File: config.mk
export PLATFORM = sky130hd
export DESIGN_NAME = rsc_reset_ctrl
export DESIGN_NICKNAME = d
export VERILOG_FILES = /design/src/inc/rsc_pkg.sv /design/src/rtl/rsc_reset_ctrl.sv
export SDC_FILE = /design/constraint.sdc
export NUM_CORES = 1
export LEC_CHECK = 0
export ABC_AREA = 1
export BUFFER_PORTS_ARGS = -buffer_cell sky130_fd_sc_hd__buf_2
export CORE_ASPECT_RATIO = 0.9
export CORE_MARGIN = 2
export CORE_UTILIZATION = 58
export DETAILED_ROUTE_END_ITERATION = 8
export GPL_TIMING_DRIVEN = 0
export PLACE_DENSITY_LB_ADDON = 0.2
export SLEW_MARGIN = 25
export SYNTH_ARGS = -nofsm -noshare
export SYNTH_HDL_FRONTEND = slang
export SYNTH_SLANG_ARGS = --single-unit
export TNS_END_PERCENT = 1
File: constraint.sdc
create_clock -name i_clk -period 4.3 [get_ports i_clk]
set_clock_uncertainty 0.05 [all_clocks]
set_input_delay 0.215 -clock i_clk [delete_from_list [all_inputs] [get_ports i_clk]]
set_output_delay 0.215 -clock i_clk [all_outputs]
set_load 0.02 [all_outputs]
File: src/inc/rsc_pkg.sv
package rsc_pkg;
   // ==========================================================
   // Timing.
   localparam int unsigned CLK_HZ        = 10_000_000;
   localparam int unsigned HOLD_SHORT    = 66;
   localparam int unsigned HOLD_LONG     = 5000;
   localparam int unsigned PIN_MIN_CLKS  = 4;
   localparam int unsigned GLITCH_NS     = 12;
   localparam int unsigned CNT_W         = 13;
   localparam logic [15:0] RESET_VECTOR_ADDR = 16'h0002;
   // ==========================================================
   // Reset cause flag positions.
   localparam int unsigned CAUSE_POR  = 7;
   localparam int unsigned CAUSE_STOP = 6;
   localparam int unsigned CAUSE_WDT  = 5;
   localparam int unsigned CAUSE_EXT  = 4;
   localparam int unsigned GPIO_W     = 8;
   // ==========================================================
   // Controller states.
   typedef enum logic [1:0]
   {
      RSC_RUN  = 2'b00,
      RSC_WAIT = 2'b01,
      RSC_HOLD = 2'b10,
      RSC_PIN  = 2'b11
   } rsc_state_t;
endpackage

File: src/rtl/rsc_reset_ctrl.sv
`timescale 1ns/1ps
`default_nettype none
module rsc_reset_ctrl
   import rsc_pkg::*;
(
   // Clock and reset.
   input  wire logic              i_clk,
   input  wire logic              i_rst,
   // Options and mode.
   input  wire logic              i_xtal_option,
   input  wire logic              i_watchdog_reset_select_option,
   input  wire logic              i_brownout_always_on_option,
   input  wire logic              i_stop_mode,
   input  wire logic              i_pin_reset_enable,
   // Reset sources and cause-flag read.
   input  wire logic              i_supply_ok,
   input  wire logic              i_supply_brownout_reset,
   input  wire logic              i_watchdog_timeout,
   input  wire logic              i_debugger_control_register_bit0,
   input  wire logic              i_debug_pin_error,
   input  wire logic [GPIO_W-1:0] i_gpio_in,
   input  wire logic [GPIO_W-1:0] i_gpio_recovery_en,
   input  wire logic              i_cause_read,
   // Shared reset pin.
   input  wire logic              i_shared_reset_pin,
   output logic                   o_shared_reset_pin_out,
   output logic                   o_shared_reset_pin_oe,
   // Outputs.
   output logic                   o_cpu_reset,
   output logic                   o_periph_reset,
   output logic                   o_ctrl_reg_load,
   output logic                   o_wdt_oscillator_control_register_reset,
   output logic                   o_debugger_bit_clear,
   output logic                   o_gpio_reset,
   output logic                   o_sysclk_sel_ipo,
   output logic                   o_brownout_enable,
   output logic                   o_watchdog_irq,
   output logic [15:0]            o_vector_addr,
   output logic [7:0]             o_reset_cause_status
);
   // ==========================================================
   // Synchronisers for asynchronous inputs.
   logic [2:0] pin_sync_reg;
   logic [2:0] sup_sync_reg;
   logic [2:0] bo_sync_reg;
   logic [2:0] dbg_sync_reg;
   logic [GPIO_W-1:0] gp_s1_reg;
   logic [GPIO_W-1:0] gp_s2_reg;
   logic [GPIO_W-1:0] gp_s3_reg;
   logic pin_low;
   logic sup_ok;
   logic bo;
   logic dbg_err;
   logic [GPIO_W-1:0] gpio_chg;
   always_ff @(posedge i_clk)
   begin
      if (i_rst)
      begin
         pin_sync_reg <= 3'h7;
         sup_sync_reg <= 3'h0;
         bo_sync_reg  <= 3'h0;
         dbg_sync_reg <= 3'h0;
         gp_s1_reg    <= '0;
         gp_s2_reg    <= '0;
         gp_s3_reg    <= '0;
      end
      else
      begin
         pin_sync_reg <= {pin_sync_reg[1:0], i_shared_reset_pin};
         sup_sync_reg <= {sup_sync_reg[1:0], i_supply_ok};
         bo_sync_reg  <= {bo_sync_reg[1:0], i_supply_brownout_reset};
         dbg_sync_reg <= {dbg_sync_reg[1:0], i_debug_pin_error};
         gp_s1_reg    <= i_gpio_in;
         gp_s2_reg    <= gp_s1_reg;
         gp_s3_reg    <= gp_s2_reg;
      end
   end
   assign pin_low  = ~pin_sync_reg[1] & ~pin_sync_reg[2];
   assign sup_ok   = sup_sync_reg[1] & sup_sync_reg[2];
   assign bo       = bo_sync_reg[1] & bo_sync_reg[2];
   assign dbg_err  = dbg_sync_reg[1] & dbg_sync_reg[2];
   assign gpio_chg = (gp_s2_reg ^ gp_s3_reg) & i_gpio_recovery_en;

   // ==========================================================
   // Pin low-time filter.
   localparam int unsigned PIN_LOW_CLKS = PIN_MIN_CLKS - 2;
   logic [2:0] pin_cnt_reg;
   logic       pin_req;
   always_ff @(posedge i_clk)
   begin
      if (i_rst | ~pin_low)
         pin_cnt_reg <= 3'h0;
      else if (pin_cnt_reg != 3'(PIN_LOW_CLKS))
         pin_cnt_reg <= pin_cnt_reg + 3'h1;
   end
   // Three-stage sampling at 100 ns also rejects 12 ns glitches in stop.
   assign pin_req = i_pin_reset_enable & pin_low &
                    (i_stop_mode | (pin_cnt_reg == 3'(PIN_LOW_CLKS)));

   // ==========================================================
   // Request decode.
   logic sup_bad;
   logic wdt_sys;
   logic dbg_sys;
   logic sys_req;
   logic smr_req;
   logic bo_active;
   assign bo_active = ~i_stop_mode | i_brownout_always_on_option;
   assign sup_bad   = ~sup_ok | (bo & bo_active);
   assign wdt_sys   = i_watchdog_timeout & i_watchdog_reset_select_option
                      & ~i_stop_mode;
   assign dbg_sys   = (i_debugger_control_register_bit0 & ~i_stop_mode)
                      | (dbg_err & i_stop_mode);
   assign sys_req   = sup_bad | wdt_sys | dbg_sys | pin_req;
   assign smr_req   = i_stop_mode
                      & (i_watchdog_timeout | (|gpio_chg));

   // ==========================================================
   // Sequencer.
   localparam logic [CNT_W-1:0] HOLD_S = CNT_W'(HOLD_SHORT - 1);
   localparam logic [CNT_W-1:0] HOLD_L = CNT_W'(HOLD_LONG - 1);
   rsc_state_t       state_reg;
   rsc_state_t       state_next;
   logic [CNT_W-1:0] cnt_reg;
   logic             smr_reg;
   logic             cnt_done;
   logic             in_reset;
   assign cnt_done = cnt_reg ==
                     (i_xtal_option ? HOLD_L : HOLD_S);
   always_comb
   begin
      state_next = state_reg;
      case (state_reg)
         RSC_RUN:
            if (sys_req | smr_req)
               state_next = sup_bad ? RSC_WAIT : RSC_HOLD;
         RSC_WAIT:
            if (~sup_bad)
               state_next = RSC_HOLD;
         RSC_HOLD:
            if (sup_bad)
               state_next = RSC_WAIT;
            else if (cnt_done)
               state_next = pin_low ? RSC_PIN : RSC_RUN;
         RSC_PIN:
            if (sup_bad)
               state_next = RSC_WAIT;
            else if (~pin_low)
               state_next = RSC_RUN;
         default:
            state_next = RSC_WAIT;
      endcase
   end
   assign in_reset = state_next != RSC_RUN;
   // The recovery kind is taken live on the entry edge, not from a stale flag.
   logic smr_cur;
   logic sys_rst;
   logic pin_drive;
   assign smr_cur   = (state_reg == RSC_RUN) ? ~sys_req : smr_reg;
   assign sys_rst   = in_reset & ~smr_cur;
   // The pin is let go once the delay ends, so that only an outside
   // driver can keep it low while waiting for release.
   assign pin_drive = (state_next == RSC_WAIT) | (state_next == RSC_HOLD);

   // ==========================================================
   // Cause flags.
   logic [7:0] cause_reg;
   logic [7:0] cause_set;
   logic       sys_start;
   assign sys_start = (state_reg == RSC_RUN) & sys_req;
   assign cause_set[CAUSE_POR]  = sys_start & (sup_bad | dbg_sys);
   assign cause_set[CAUSE_STOP] = (state_reg == RSC_RUN) & ~sys_req & smr_req;
   assign cause_set[CAUSE_WDT]  = (state_reg == RSC_RUN) & i_watchdog_timeout
                                  & (wdt_sys | smr_req);
   assign cause_set[CAUSE_EXT]  = sys_start & pin_req;
   assign cause_set[3:0]        = 4'h0;

   always_ff @(posedge i_clk)
   begin
      if (i_rst)
      begin
         state_reg <= RSC_WAIT;
         cnt_reg   <= '0;
         smr_reg   <= 1'b0;
         cause_reg <= 8'h80;
      end
      else
      begin
         state_reg <= state_next;
         cnt_reg   <= (state_next == RSC_HOLD && state_reg == RSC_HOLD) ?
                      cnt_reg + CNT_W'(1) : '0;
         if (state_reg == RSC_RUN && in_reset)
            smr_reg <= ~sys_req;
         // Set wins over the read clear.
         if (sys_start)
            cause_reg <= cause_set;
         else
            cause_reg <= ({4'h0, cause_reg[3:0]} & {8{i_cause_read}}
                         | cause_reg & {8{~i_cause_read}}) | cause_set;
      end
   end

   // ==========================================================
   // Output registers.
   always_ff @(posedge i_clk)
   begin
      if (i_rst)
      begin
         o_cpu_reset            <= 1'b1;
         o_periph_reset         <= 1'b1;
         o_ctrl_reg_load        <= 1'b1;
         o_wdt_oscillator_control_register_reset    <= 1'b1;
         o_debugger_bit_clear   <= 1'b1;
         o_gpio_reset           <= 1'b1;
         o_sysclk_sel_ipo       <= 1'b1;
         o_shared_reset_pin_out <= 1'b0;
         o_shared_reset_pin_oe  <= 1'b1;
         o_brownout_enable      <= 1'b1;
         o_watchdog_irq         <= 1'b0;
         o_vector_addr          <= RESET_VECTOR_ADDR;
         o_reset_cause_status   <= 8'h80;
      end
      else
      begin
         o_cpu_reset            <= in_reset;
         o_periph_reset         <= sys_rst;
         o_ctrl_reg_load        <= sys_rst;
         o_wdt_oscillator_control_register_reset    <= in_reset;
         o_debugger_bit_clear   <= sys_rst;
         o_gpio_reset           <= sys_rst;
         o_sysclk_sel_ipo       <= in_reset;
         o_shared_reset_pin_out <= 1'b0;
         o_shared_reset_pin_oe  <= pin_drive;
         o_brownout_enable      <= bo_active;
         o_watchdog_irq         <= i_watchdog_timeout
                                   & ~i_watchdog_reset_select_option;
         o_vector_addr          <= RESET_VECTOR_ADDR;
         o_reset_cause_status   <= cause_reg;
      end
   end

   // ==========================================================
   // Checks.
   int unsigned hold_cnt;
   always_ff @(posedge i_clk)
   begin
      if (i_rst || state_reg != RSC_HOLD)
         hold_cnt <= 0;
      else
         hold_cnt <= hold_cnt + 1;
   end
endmodule
`default_nettype wire

==> impl_metrics.tcl, run 1 <==
set metrics [dict create \
    portBuffers 46 \
    min_path_cells 3 \
    dieArea_um2 5800 \
    grt_max_degree 14 \
    synth_compound_area_share_pct 5.14 \
    synthArstFlopShare_pct 0 \
    fin_util_pct 73.0 \
    dpl.hpwl_um 3880 \
    io-pin-count 65 \
    synth_area_leaders "dfxtp_1 50%, nor2_1 9.7%, inv_1 8.1%, nand2_1 6.0%, buf_4 5.7%" \
    yosys.area_share.adder_pct 2.07 \
    wl_per_cell_um 9.38 \
    wirelength_um 4970 \
    multi_input_area_um2 1110 \
    num_antenna_cells 0 \
    synth_top_area_cell "dfxtp_1" \
    muxShareOfSynthArea_pct 0 \
    max_clock_freq_ghz 0.398 \
    largest_reg_flops 13 \
    syn_area_um2 3020 \
    leakage_nw 1.71 \
    busiest_layer "met2" \
    die_w_um 80.1 \
    period_share_pct 58.4 \
    hold_end "sup_sync_reg[0]" \
    fillers 416 \
    r2r_setup_slack_ns 1.79 \
    ys_ff_latch 76 \
    ys.flop_type "dfxtp_1" \
    min_path_type "primary input to flip-flop" \
    power_mw 1.33 \
    synth_edf_count 0 \
    h-tree-depth 3 \
    grt_pass1_wl_um 8650 \
    seqCellArea_um2 1520 \
    area_delta_synth_final_pct 19.1 \
    rows 24 \
    gp_congestion 0.786 \
    cp.arrival_ns 2.69 \
    cts_inserted_buffers 9 \
    final_nets 496 \
    antenna_found_initial 0 \
    r2r_cells 17 \
    gr-usage-met2_pct 32.0 \
    start_kind "flip-flop" \
    drtPass1Iterations 4 \
    setup_tns_ns 0 \
    p_per_area_nw_per_um2 371 \
    cts.sinks 76 \
    num_vias 2328 \
    rsz0062_at_grt "no" \
    drtIter0Drc 153 \
    cts_tree "yes" \
    yosys_warnings 0 \
    finalHoldViolCount 0 \
    syn_inst 387 \
    avgSynthCellArea_um2 7.80 \
    cp_max_fo 8 \
    final_area_um2 3600 \
    viasPerCell 4.39 \
    start_util_pct 61.3 \
    yosys.area_share.simple_pct 26.7 \
    cp-end-kind "flip-flop" \
    dp_cells 513 \
    overflow 0 \
    ant_nets 0 \
    yosysTopAreaCellShare_pct 50.4 \
    worstPathRequired_ns 4.48 \
    gr-usage-all-layers_pct 19.3 \
    core_um2 4920 \
    yosys-top-cells-count "78 x nor2_1, 76 x dfxtp_1, 65 x inv_1" \
    met1_usage_pct 22.8 \
    r2r-start "pin_cnt_reg[0]" \
    fin_crit_ns 2.51 \
    grt_pass1_vias 2146 \
    clkLatencyLatePin_ns 0.34 \
    synthXorXnorAreaFrac_pct 0.580 \
    layout-drive-gt1-share_pct 23.4 \
    met3_usage_pct 6.97 \
    cap_viol_max_count 0 \
    seq_area_frac_synth_pct 50.4 \
    status "finished, final reports clean" \
    dpl_cell_area_um2 3390 \
    instances_no_fill 530 \
    synthDistinctLibCells 32 \
    synth_most_common_cell "nor2_1" \
    maxSlewViolCount 0 \
    cts_root_buf "clkbuf_8" \
    clk_path_buf_depth 2 \
    r2r_end "cnt_reg[10]" \
    route.detailed.drc 0 \
    min_from "i_supply_ok" \
    vdd_ir_drop_max_mv 0.310 \
    setup_violations 0 \
    die_h_um 72.4 \
    path_clk_slew_ns 0.07 \
    synth_top_family_by_area "simple AND/OR/NAND/NOR gates" \
    crit_type "flip-flop to flip-flop" \
]
## per-stage QoR
stage / setup WS [ns] / hold WS, ns
floorplan: 2.24 / 0.244
global placement: 1.92 / 0.339
detailed placement: 1.81 / 0.342
CTS: 1.80 / 0.00627
global route: 1.54 / 0.00834
finish: 1.79 / 0.0247
## worst max-delay path by stage
stage	start	end	slack (ns)	cells past startpoint
finish	pin_cnt_reg[0]	cnt_reg[10]	1.79	17
global route	pin_cnt_reg[0]	cnt_reg[10]	1.54	17
CTS	pin_cnt_reg[0]	cnt_reg[10]	1.80	17
detailed placement	pin_cnt_reg[0]	cnt_reg[10]	1.81	17
global placement	pin_cnt_reg[0]	cnt_reg[8]	1.92	17
floorplan	pin_cnt_reg[0]	cnt_reg[8]	2.24	17
## routing by layer
| metal | up-vias | wire [µm] | part of all wire [%] |
|---|---|---|---|
| met4 | 0 | 41 | 0.82 |
| met1 | 990 | 2210 | 44 |
| met2 | 57 | 2420 | 49 |
| met5 | - | 0 | 0 |
| met3 | 4 | 304 | 6.1 |
| li1 | 1277 | - | - |
## where the power goes
part,internal [mW],switching [mW]
Sequential,0.720,0.00635
Combinational,0.0406,0.0532
Clock,0.265,0.249
Total,1.03,0.309
## placed cells by master, fill, tap and decap left out, types with 3 or more instances in the layout
cell type | Yosys | routed
clkbuf_8 | 0 | 9
or2_1 | 3 | 3
nor2_1 | 78 | 78
nand2_1 | 48 | 48
nand2_2 | 5 | 5
clkbuf_1 | 5 | 5
conb_1 | 2 | 17
or2_2 | 6 | 6
buf_4 | 23 | 23
inv_1 | 65 | 65
nand3_2 | 3 | 3
nor2_4 | 3 | 3
ha_1 | 5 | 5
nand4_1 | 3 | 3
o21ai_0 | 8 | 8
dfxtp_1 | 76 | 76
nor2_2 | 3 | 3
a21oi_1 | 12 | 12
nand3_1 | 20 | 20
buf_2 | 1 | 47
## area by class of cell
| type | instances | area share (%) |
|---|---|---|
| inverters | 67 | 6.99 |
| plain buffers | 29 | 5.46 |
| multi-input cells | 230 | 30.8 |
| flip-flops and latches | 76 | 42.3 |
| clock inverters | 6 | 1.81 |
| clock buffers | 9 | 3.44 |
| well taps | 65 | 2.26 |
| repair buffers | 48 | 6.96 |
## cell families (layout without fill, tap and decap cells)
logic type,after synthesis,in the layout
DFF,76,76
xor gates and xnor gates,2,2
adders and majority gates,5,5
buffers and inverters,96,159
and+or+nand+nor,178,178
AOI/OAI and AO/OA,28,28
other,2,17
## critical path, cell delays in order (launching register included)
cell,delay [ns]
dfxtp_1,0.38
inv_1,0.06
ha_1,0.20
nand2_2,0.13
nand2_1,0.07
nand3_1,0.07
inv_1,0.05
nor2_1,0.08
nand2_1,0.08
nor2_1,0.14
nand2_1,0.07
nand2_1,0.11
inv_1,0.06
ha_1,0.17
nand3_1,0.29
inv_1,0.19
o21ai_0,0.14
a21oi_1,0.06
## repair_timing
action                    4_1_cts  5_1_grt
setup buffers                   0        0
gates resized for setup         0        0
hold buffers                    2        0
hold endpoints to repair        2        0
No activity file was read; power rests on OpenSTA's default activity.
==> run 2: changes to the inputs <==
Settings changed: ABC_AREA 1 to 0, CORE_UTILIZATION 58 to 48.
Clock period 4.3 ns to 2.2 ns, I/O delays scaled along.
==> impl_metrics.tcl, run 2 <==
set metrics [dict create \
    cp.arrival_ns 2.56 \
    start_kind "flip-flop" \
    largest_reg_flops 13 \
    rsz0062_at_grt "yes" \
    gp_congestion 0.757 \
    rows 26 \
    vdd_ir_drop_max_mv 0.645 \
    dieArea_um2 6620 \
    cts.sinks 76 \
    num_antenna_cells 0 \
    holdWs_ns 0.0199 \
    overflow 0 \
    cts_root_buf "clkbuf_8" \
    area_delta_synth_final_pct 30.7 \
    drtIter0Drc 80 \
    synth_top_area_cell "dfxtp_1" \
    cp_max_fo 5 \
    final_cell_mix "70 x dfxtp_1, 47 x buf_2, 44 x nor2b_1, 26 x buf_4, 22 x nor2_1" \
    yosys_warnings 0 \
    ys_ff_latch 76 \
    p_per_area_nw_per_um2 735 \
    cts_tree "yes" \
    grt_max_degree 15 \
    antenna_found_initial 0 \
    wl_per_cell_um 11.7 \
    worstPathRequired_ns 2.44 \
    avgSynthCellArea_um2 10.2 \
    drtPass1Iterations 4 \
    cts_inserted_buffers 9 \
    grt_pass1_vias 1999 \
    layout-drive-gt1-share_pct 31.0 \
    h-tree-depth 3 \
    wirelength_um 5300 \
    die_h_um 77.4 \
    final_nets 414 \
    worst_pin_slew_ns 0.530 \
    syn_inst 283 \
    dpl.hpwl_um 3440 \
    max_clock_freq_ghz 0.430 \
    start_util_pct 50.2 \
    die_w_um 85.6 \
    synthDistinctLibCells 42 \
    path_clk_slew_ns 0.08 \
    setup_violations 13 \
    maxSlewViolCount 0 \
    seq_area_frac_synth_pct 52.9 \
    violations "setup timing" \
    fin_crit_ns 2.32 \
    cap_viol_max_count 0 \
    io-pin-count 65 \
    leakage_nw 1.59 \
    fillers 485 \
    synth_most_common_cell "dfxtp_1" \
    layout_commonest_cell "dfxtp_1" \
    synth_area_leaders "dfxtp_1 53%, nor2b_1 9.8%, buf_4 5.7%, xor2_1 4.6%, nor2_1 2.9%" \
    fin_ws_ns -0.123 \
    period_share_pct 106 \
    route.detailed.drc 0 \
    cp-end-kind "flip-flop" \
    status "finished, violations left" \
    grt_pass1_wl_um 8750 \
    viasPerCell 4.62 \
    num_vias 2099 \
    relSlewSlack_pct 64.7 \
    portBuffers 47 \
    crit_type "flip-flop to flip-flop" \
    finalHoldViolCount 0 \
    yosys-top-cells-count "76 x dfxtp_1, 45 x nor2b_1, 22 x buf_4, 22 x nor2_1, 15 x xor2_1" \
    clk_path_buf_depth 2 \
    yosysTopAreaCellShare_pct 52.9 \
    synthArstFlopShare_pct 0 \
    fin_util_pct 65.6 \
    ys.flop_type "dfxtp_1" \
    ant_nets 0 \
    syn_area_um2 2870 \
    min_path_type "primary input to flip-flop" \
    gr-usage-all-layers_pct 16.9 \
    synth_edf_count 0 \
    clkLatencyLatePin_ns 0.36 \
    core_um2 5730 \
]
==> run 2: changes by cell type after synthesis, sizes merged, moves of 4 or more <==
| cell | before | now |
|---|---|---|
| and2 | 0 | 5 |
| inv | 67 | 5 |
| nand2 | 54 | 5 |
| nand2b | 0 | 4 |
| nand3 | 23 | 5 |
| nor2 | 84 | 22 |
| nor2b | 0 | 45 |
| nor4 | 0 | 4 |
| o21ai | 10 | 5 |
| xnor2 | 0 | 4 |
| xor2 | 2 | 15 |
==> run 2: logic make-up (layout without fill, tap and decap cells) <==
| kind of cell | count (synthesis) | after routing | synth area share (%) |
|---|---|---|---|
| AO/OA/AOI/OAI | 30 | 30 | 8.36 |
| adder cells (fa/ha/maj) | 5 | 5 | 2.18 |
| AND/OR/NAND/NOR | 116 | 116 | 23.0 |
| other | 2 | 17 | 0.261 |
| flip-flops | 76 | 76 | 52.9 |
| buffers and inverters | 35 | 121 | 7.44 |
| XOR/XNOR | 19 | 19 | 5.79 |
==> run 2: routing by layer <==
metal / track usage [%] / share of wire, % / vias to the layer above
li1: - / - / 1090
met1: 20.0 / 44 / 952
met2: 27.6 / 49 / 46
met3: 7.66 / 4.5 / 11
met4: 5.24 / 2.1 / 0
met5: 0 / 0 / -
==> run 2: worst max-delay path, cell delays in order (launching register included) <==
cell and delay, ns:
dfxtp_1 0.40, or4b_4 0.49, a2111oi_4 0.21, o21ai_2 0.11
nand2b_1 0.14, a31oi_2 0.13, ha_2 0.21, or3_1 0.38
a21oi_2 0.13
==> run 2: path summary, 6_finish.rpt <==
path,slack (ns),to,cells after the start,start
setup / recovery,-0.12,smr_reg,8,cnt_reg[0]
hold / removal,0.02,cause_reg[4],3,i_cause_read
setup reg to reg,-0.12,smr_reg,8,cnt_reg[0]
hold reg to reg,0.36,pin_sync_reg[1],1,pin_sync_reg[0]
==> run 2: cell type report <==
| class | instances | area [µm²] | share of cell area [%] |
|---|---|---|---|
| Sequential cell | 76 | 1540 | 41.0 |
| Multi-Input combinational cell | 187 | 1220 | 32.5 |
| Timing Repair Buffer | 70 | 463 | 12.3 |
| Buffer | 30 | 205 | 5.46 |
| Clock buffer | 9 | 124 | 3.30 |
| Clock inverter | 7 | 98.8 | 2.63 |
| Tap cell | 70 | 87.6 | 2.33 |
| Inverter | 5 | 18.8 | 0.500 |
==> run 2: timing repair <==
item,4_1_cts,5_1_grt
hold endpoints to repair,13,0
resized for setup,17,9
setup endpoints to repair,12,17
hold buffers,13,0
buffers inserted,9,1
pin swaps,2,4
==> run 2: stage by stage <==
step	std cells	worst slack, ns	instance area, µm²	total power, mW	TNS, ns
finish	454	-0.123	3760	2.76	-0.791
global route	454	-0.222	3760	2.88	-2.19
CTS	453	-0.0912	3720	2.79	-0.348
detailed placement	415	-0.178	3260	1.60	-1.80
global placement	415	-0.167	3260	1.60	-1.73
floorplan	298	0.0425	2930	1.55	0
==> run 2: where the power goes <==
part / switching (mW) / internal, mW
Sequential: 0.0122 / 1.40
Clock: 0.531 / 0.646
Combinational: 0.0852 / 0.0867
Total: 0.628 / 2.13
==> run 3: changes to the inputs <==
--- a/config.mk
+++ b/config.mk
@@ -15,2 +15,3 @@
 export PLACE_DENSITY_LB_ADDON = 0.2
+export SKIP_LAST_GASP = 1
 export SLEW_MARGIN = 25
--- a/constraint.sdc
+++ b/constraint.sdc
@@ -4,2 +4,2 @@
 set_output_delay 0.11 -clock i_clk [all_outputs]
-set_load 0.02 [all_outputs]
+set_load 0.05 [all_outputs]
==> impl_metrics.tcl, run 3 (synthesis results as in run 2) <==
set metrics [dict create \
    status "finished, violations left" \
    violations "setup timing" \
    power_mw 2.81 \
    h-tree-depth 3 \
    gr-usage-met2_pct 27.7 \
    grt_pass1_vias 1994 \
    r2r_end "smr_reg" \
    p_clk_share_pct 41.9 \
    worst-path-buf-inv 0 \
    finalHoldViolCount 0 \
    dpl_cell_area_um2 3260 \
    cts_inserted_buffers 9 \
    io-pin-count 65 \
    p_int_mw 2.14 \
    dieArea_um2 6620 \
    cts.sinks 76 \
    crit_type "flip-flop to flip-flop" \
    start_kind "flip-flop" \
    largest_reg_flops 13 \
    max_clock_freq_ghz 0.434 \
    worstPathRequired_ns 2.44 \
    layout-drive-gt1-share_pct 29.9 \
    min_from "i_cause_read" \
    die_h_um 77.4 \
    start_util_pct 50.2 \
    setup_violations 13 \
    final_area_um2 3720 \
    num_antenna_cells 0 \
    vdd_ir_drop_max_mv 0.644 \
    route.detailed.drc 0 \
    fillers 487 \
    die_w_um 85.6 \
    maxSlewViolCount 0 \
    cp_max_fo 5 \
    hold_end "cause_reg[4]" \
    final_nets 414 \
    path_clk_slew_ns 0.08 \
    clk_path_buf_depth 2 \
    rows 26 \
    num_vias 2066 \
    min_path_type "primary input to flip-flop" \
    cts_tree "yes" \
    r2r_cells 8 \
    core_um2 5730 \
    rsz0062_at_grt "yes" \
    p_per_area_nw_per_um2 755 \
    cp-end-kind "flip-flop" \
    min_path_cells 3 \
    drtPass1Iterations 4 \
    leakage_nw 1.57 \
    cpPeakStageDelay_ns 0.49 \
    path_cells "or4b_4 > a2111oi_4 > o21ai_2 > nand2b_1 > a31oi_2 > ha_2 > or3_1 > a21oi_2" \
    layout_commonest_cell "dfxtp_1" \
    pwr-share-seq_pct 50.4 \
    power_frac_comb_pct 7.7 \
    met3_usage_pct 7.66 \
    gp_congestion 0.757 \
    cp.arrival_ns 2.54 \
    cap_viol_max_count 0 \
    holdWs_ns 0.0162 \
    crit_family "simple AND/OR/NAND/NOR gates" \
    clkLatencyLatePin_ns 0.36 \
    busiest_layer "met2" \
    r2r_setup_slack_ns -0.10 \
    viasPerCell 4.55 \
    cp_slowest_cell "or4b_4" \
    drtIter0Drc 74 \
    fin_crit_ns 2.30 \
    period_share_pct 105 \
    r2r-start "cnt_reg[0]" \
    met1_usage_pct 19.7 \
    area_delta_synth_final_pct 29.4 \
    fin_ws_ns -0.104 \
    grt_pass1_wl_um 8710 \
    grt_max_degree 15 \
    gr-usage-all-layers_pct 16.9 \
    p_sw_uw 671 \
    dpl.hpwl_um 3440 \
    final_cell_mix "72 x dfxtp_1, 47 x buf_2, 44 x nor2b_1, 32 x buf_4, 22 x nor2_1" \
    swShare_pct 23.9 \
    antenna_found_initial 0 \
    cts_root_buf "clkbuf_8" \
    portBuffers 47 \
    wirelength_um 5180 \
    wl_per_cell_um 11.4 \
    ant_nets 0 \
    overflow 0 \
]
==> run 3: cell count changes in the layout (fill, tap and decap cells not counted), sizes merged <==
cell	delta
buf	+1
clkbuf	-1
==> run 3: worst max path at each step <==
stage               cells after the start  slack, ns      endpoint            from
floorplan                               8       0.04       smr_reg      cnt_reg[4]
global placement                       11      -0.17   cnt_reg[10]  pin_cnt_reg[0]
detailed placement                     11      -0.18    cnt_reg[8]  pin_cnt_reg[0]
CTS                                     8      -0.09       smr_reg      cnt_reg[4]
global route                           11      -0.19  o_gpio_reset  pin_cnt_reg[0]
finish                                  8      -0.10       smr_reg      cnt_reg[0]
==> run 3: power by group through the flow <==
stage	combinational [mW]	clock (mW)	sequential, mW
2_1_floorplan	0.141	0	1.46
3_3_place_gp	0.195	0	1.45
3_5_place_dp	0.197	0	1.45
4_1_cts	0.216	1.20	1.42
5_1_grt	0.233	1.27	1.42
6_report	0.216	1.18	1.42
==> run 3: final cells by class <==
| type | count | area (µm²) | area share (%) |
|---|---|---|---|
| timing repair buffer | 70 | 440 | 11.8 |
| tap | 70 | 87.6 | 2.35 |
| clock inverter | 7 | 98.8 | 2.66 |
| buffer | 30 | 203 | 5.45 |
| sequential | 76 | 1530 | 41.1 |
| inverter | 5 | 18.8 | 0.505 |
| multi-input combinational | 187 | 1220 | 32.8 |
| clock buffer | 9 | 124 | 3.33 |
==> run 3: routing by layer <==
| layer | wire [µm] | up-vias |
|---|---|---|
| li1 | - | 1091 |
| met2 | 2530 | 42 |
| met1 | 2330 | 924 |
| met3 | 232 | 9 |
| met4 | 92 | 0 |
| met5 | 0 | - |
==> run 3: timing repair <==
action / 4_1_cts / 5_1_grt
hold endpoints to repair: 13 / 0
gates resized for setup: 8 / 6
pin swaps: 1 / 3
hold buffers: 13 / 0
buffers inserted: 9 / 1
setup endpoints to repair: 12 / 17
gates cloned: 0 / 0
==> run 3: tightest hold or removal path, delay by kind of cell <==
| kind | cells | cell delay, ns |
|---|---|---|
| and+or+nand+nor | 1 | 0.10 |
| AOI/OAI and AO/OA | 1 | 0.06 |
| buffers and inverters | 1 | 0.10 |
==> run 3: per-stage QoR <==
| stage | TNS [ns] | worst slack [ns] | utilization, % | std cells |
|---|---|---|---|---|
| 2_1_floorplan | 0 | 0.0425 | - | 298 |
| 3_3_place_gp | -1.73 | -0.167 | 56.9 | 415 |
| 3_5_place_dp | -1.80 | -0.178 | 56.9 | 415 |
| 4_1_cts | -1.03 | -0.0912 | 64.6 | 453 |
| 5_1_grt | -2.45 | -0.192 | 65.0 | 454 |
| 6_report | -0.513 | -0.104 | 65.0 | 454 |
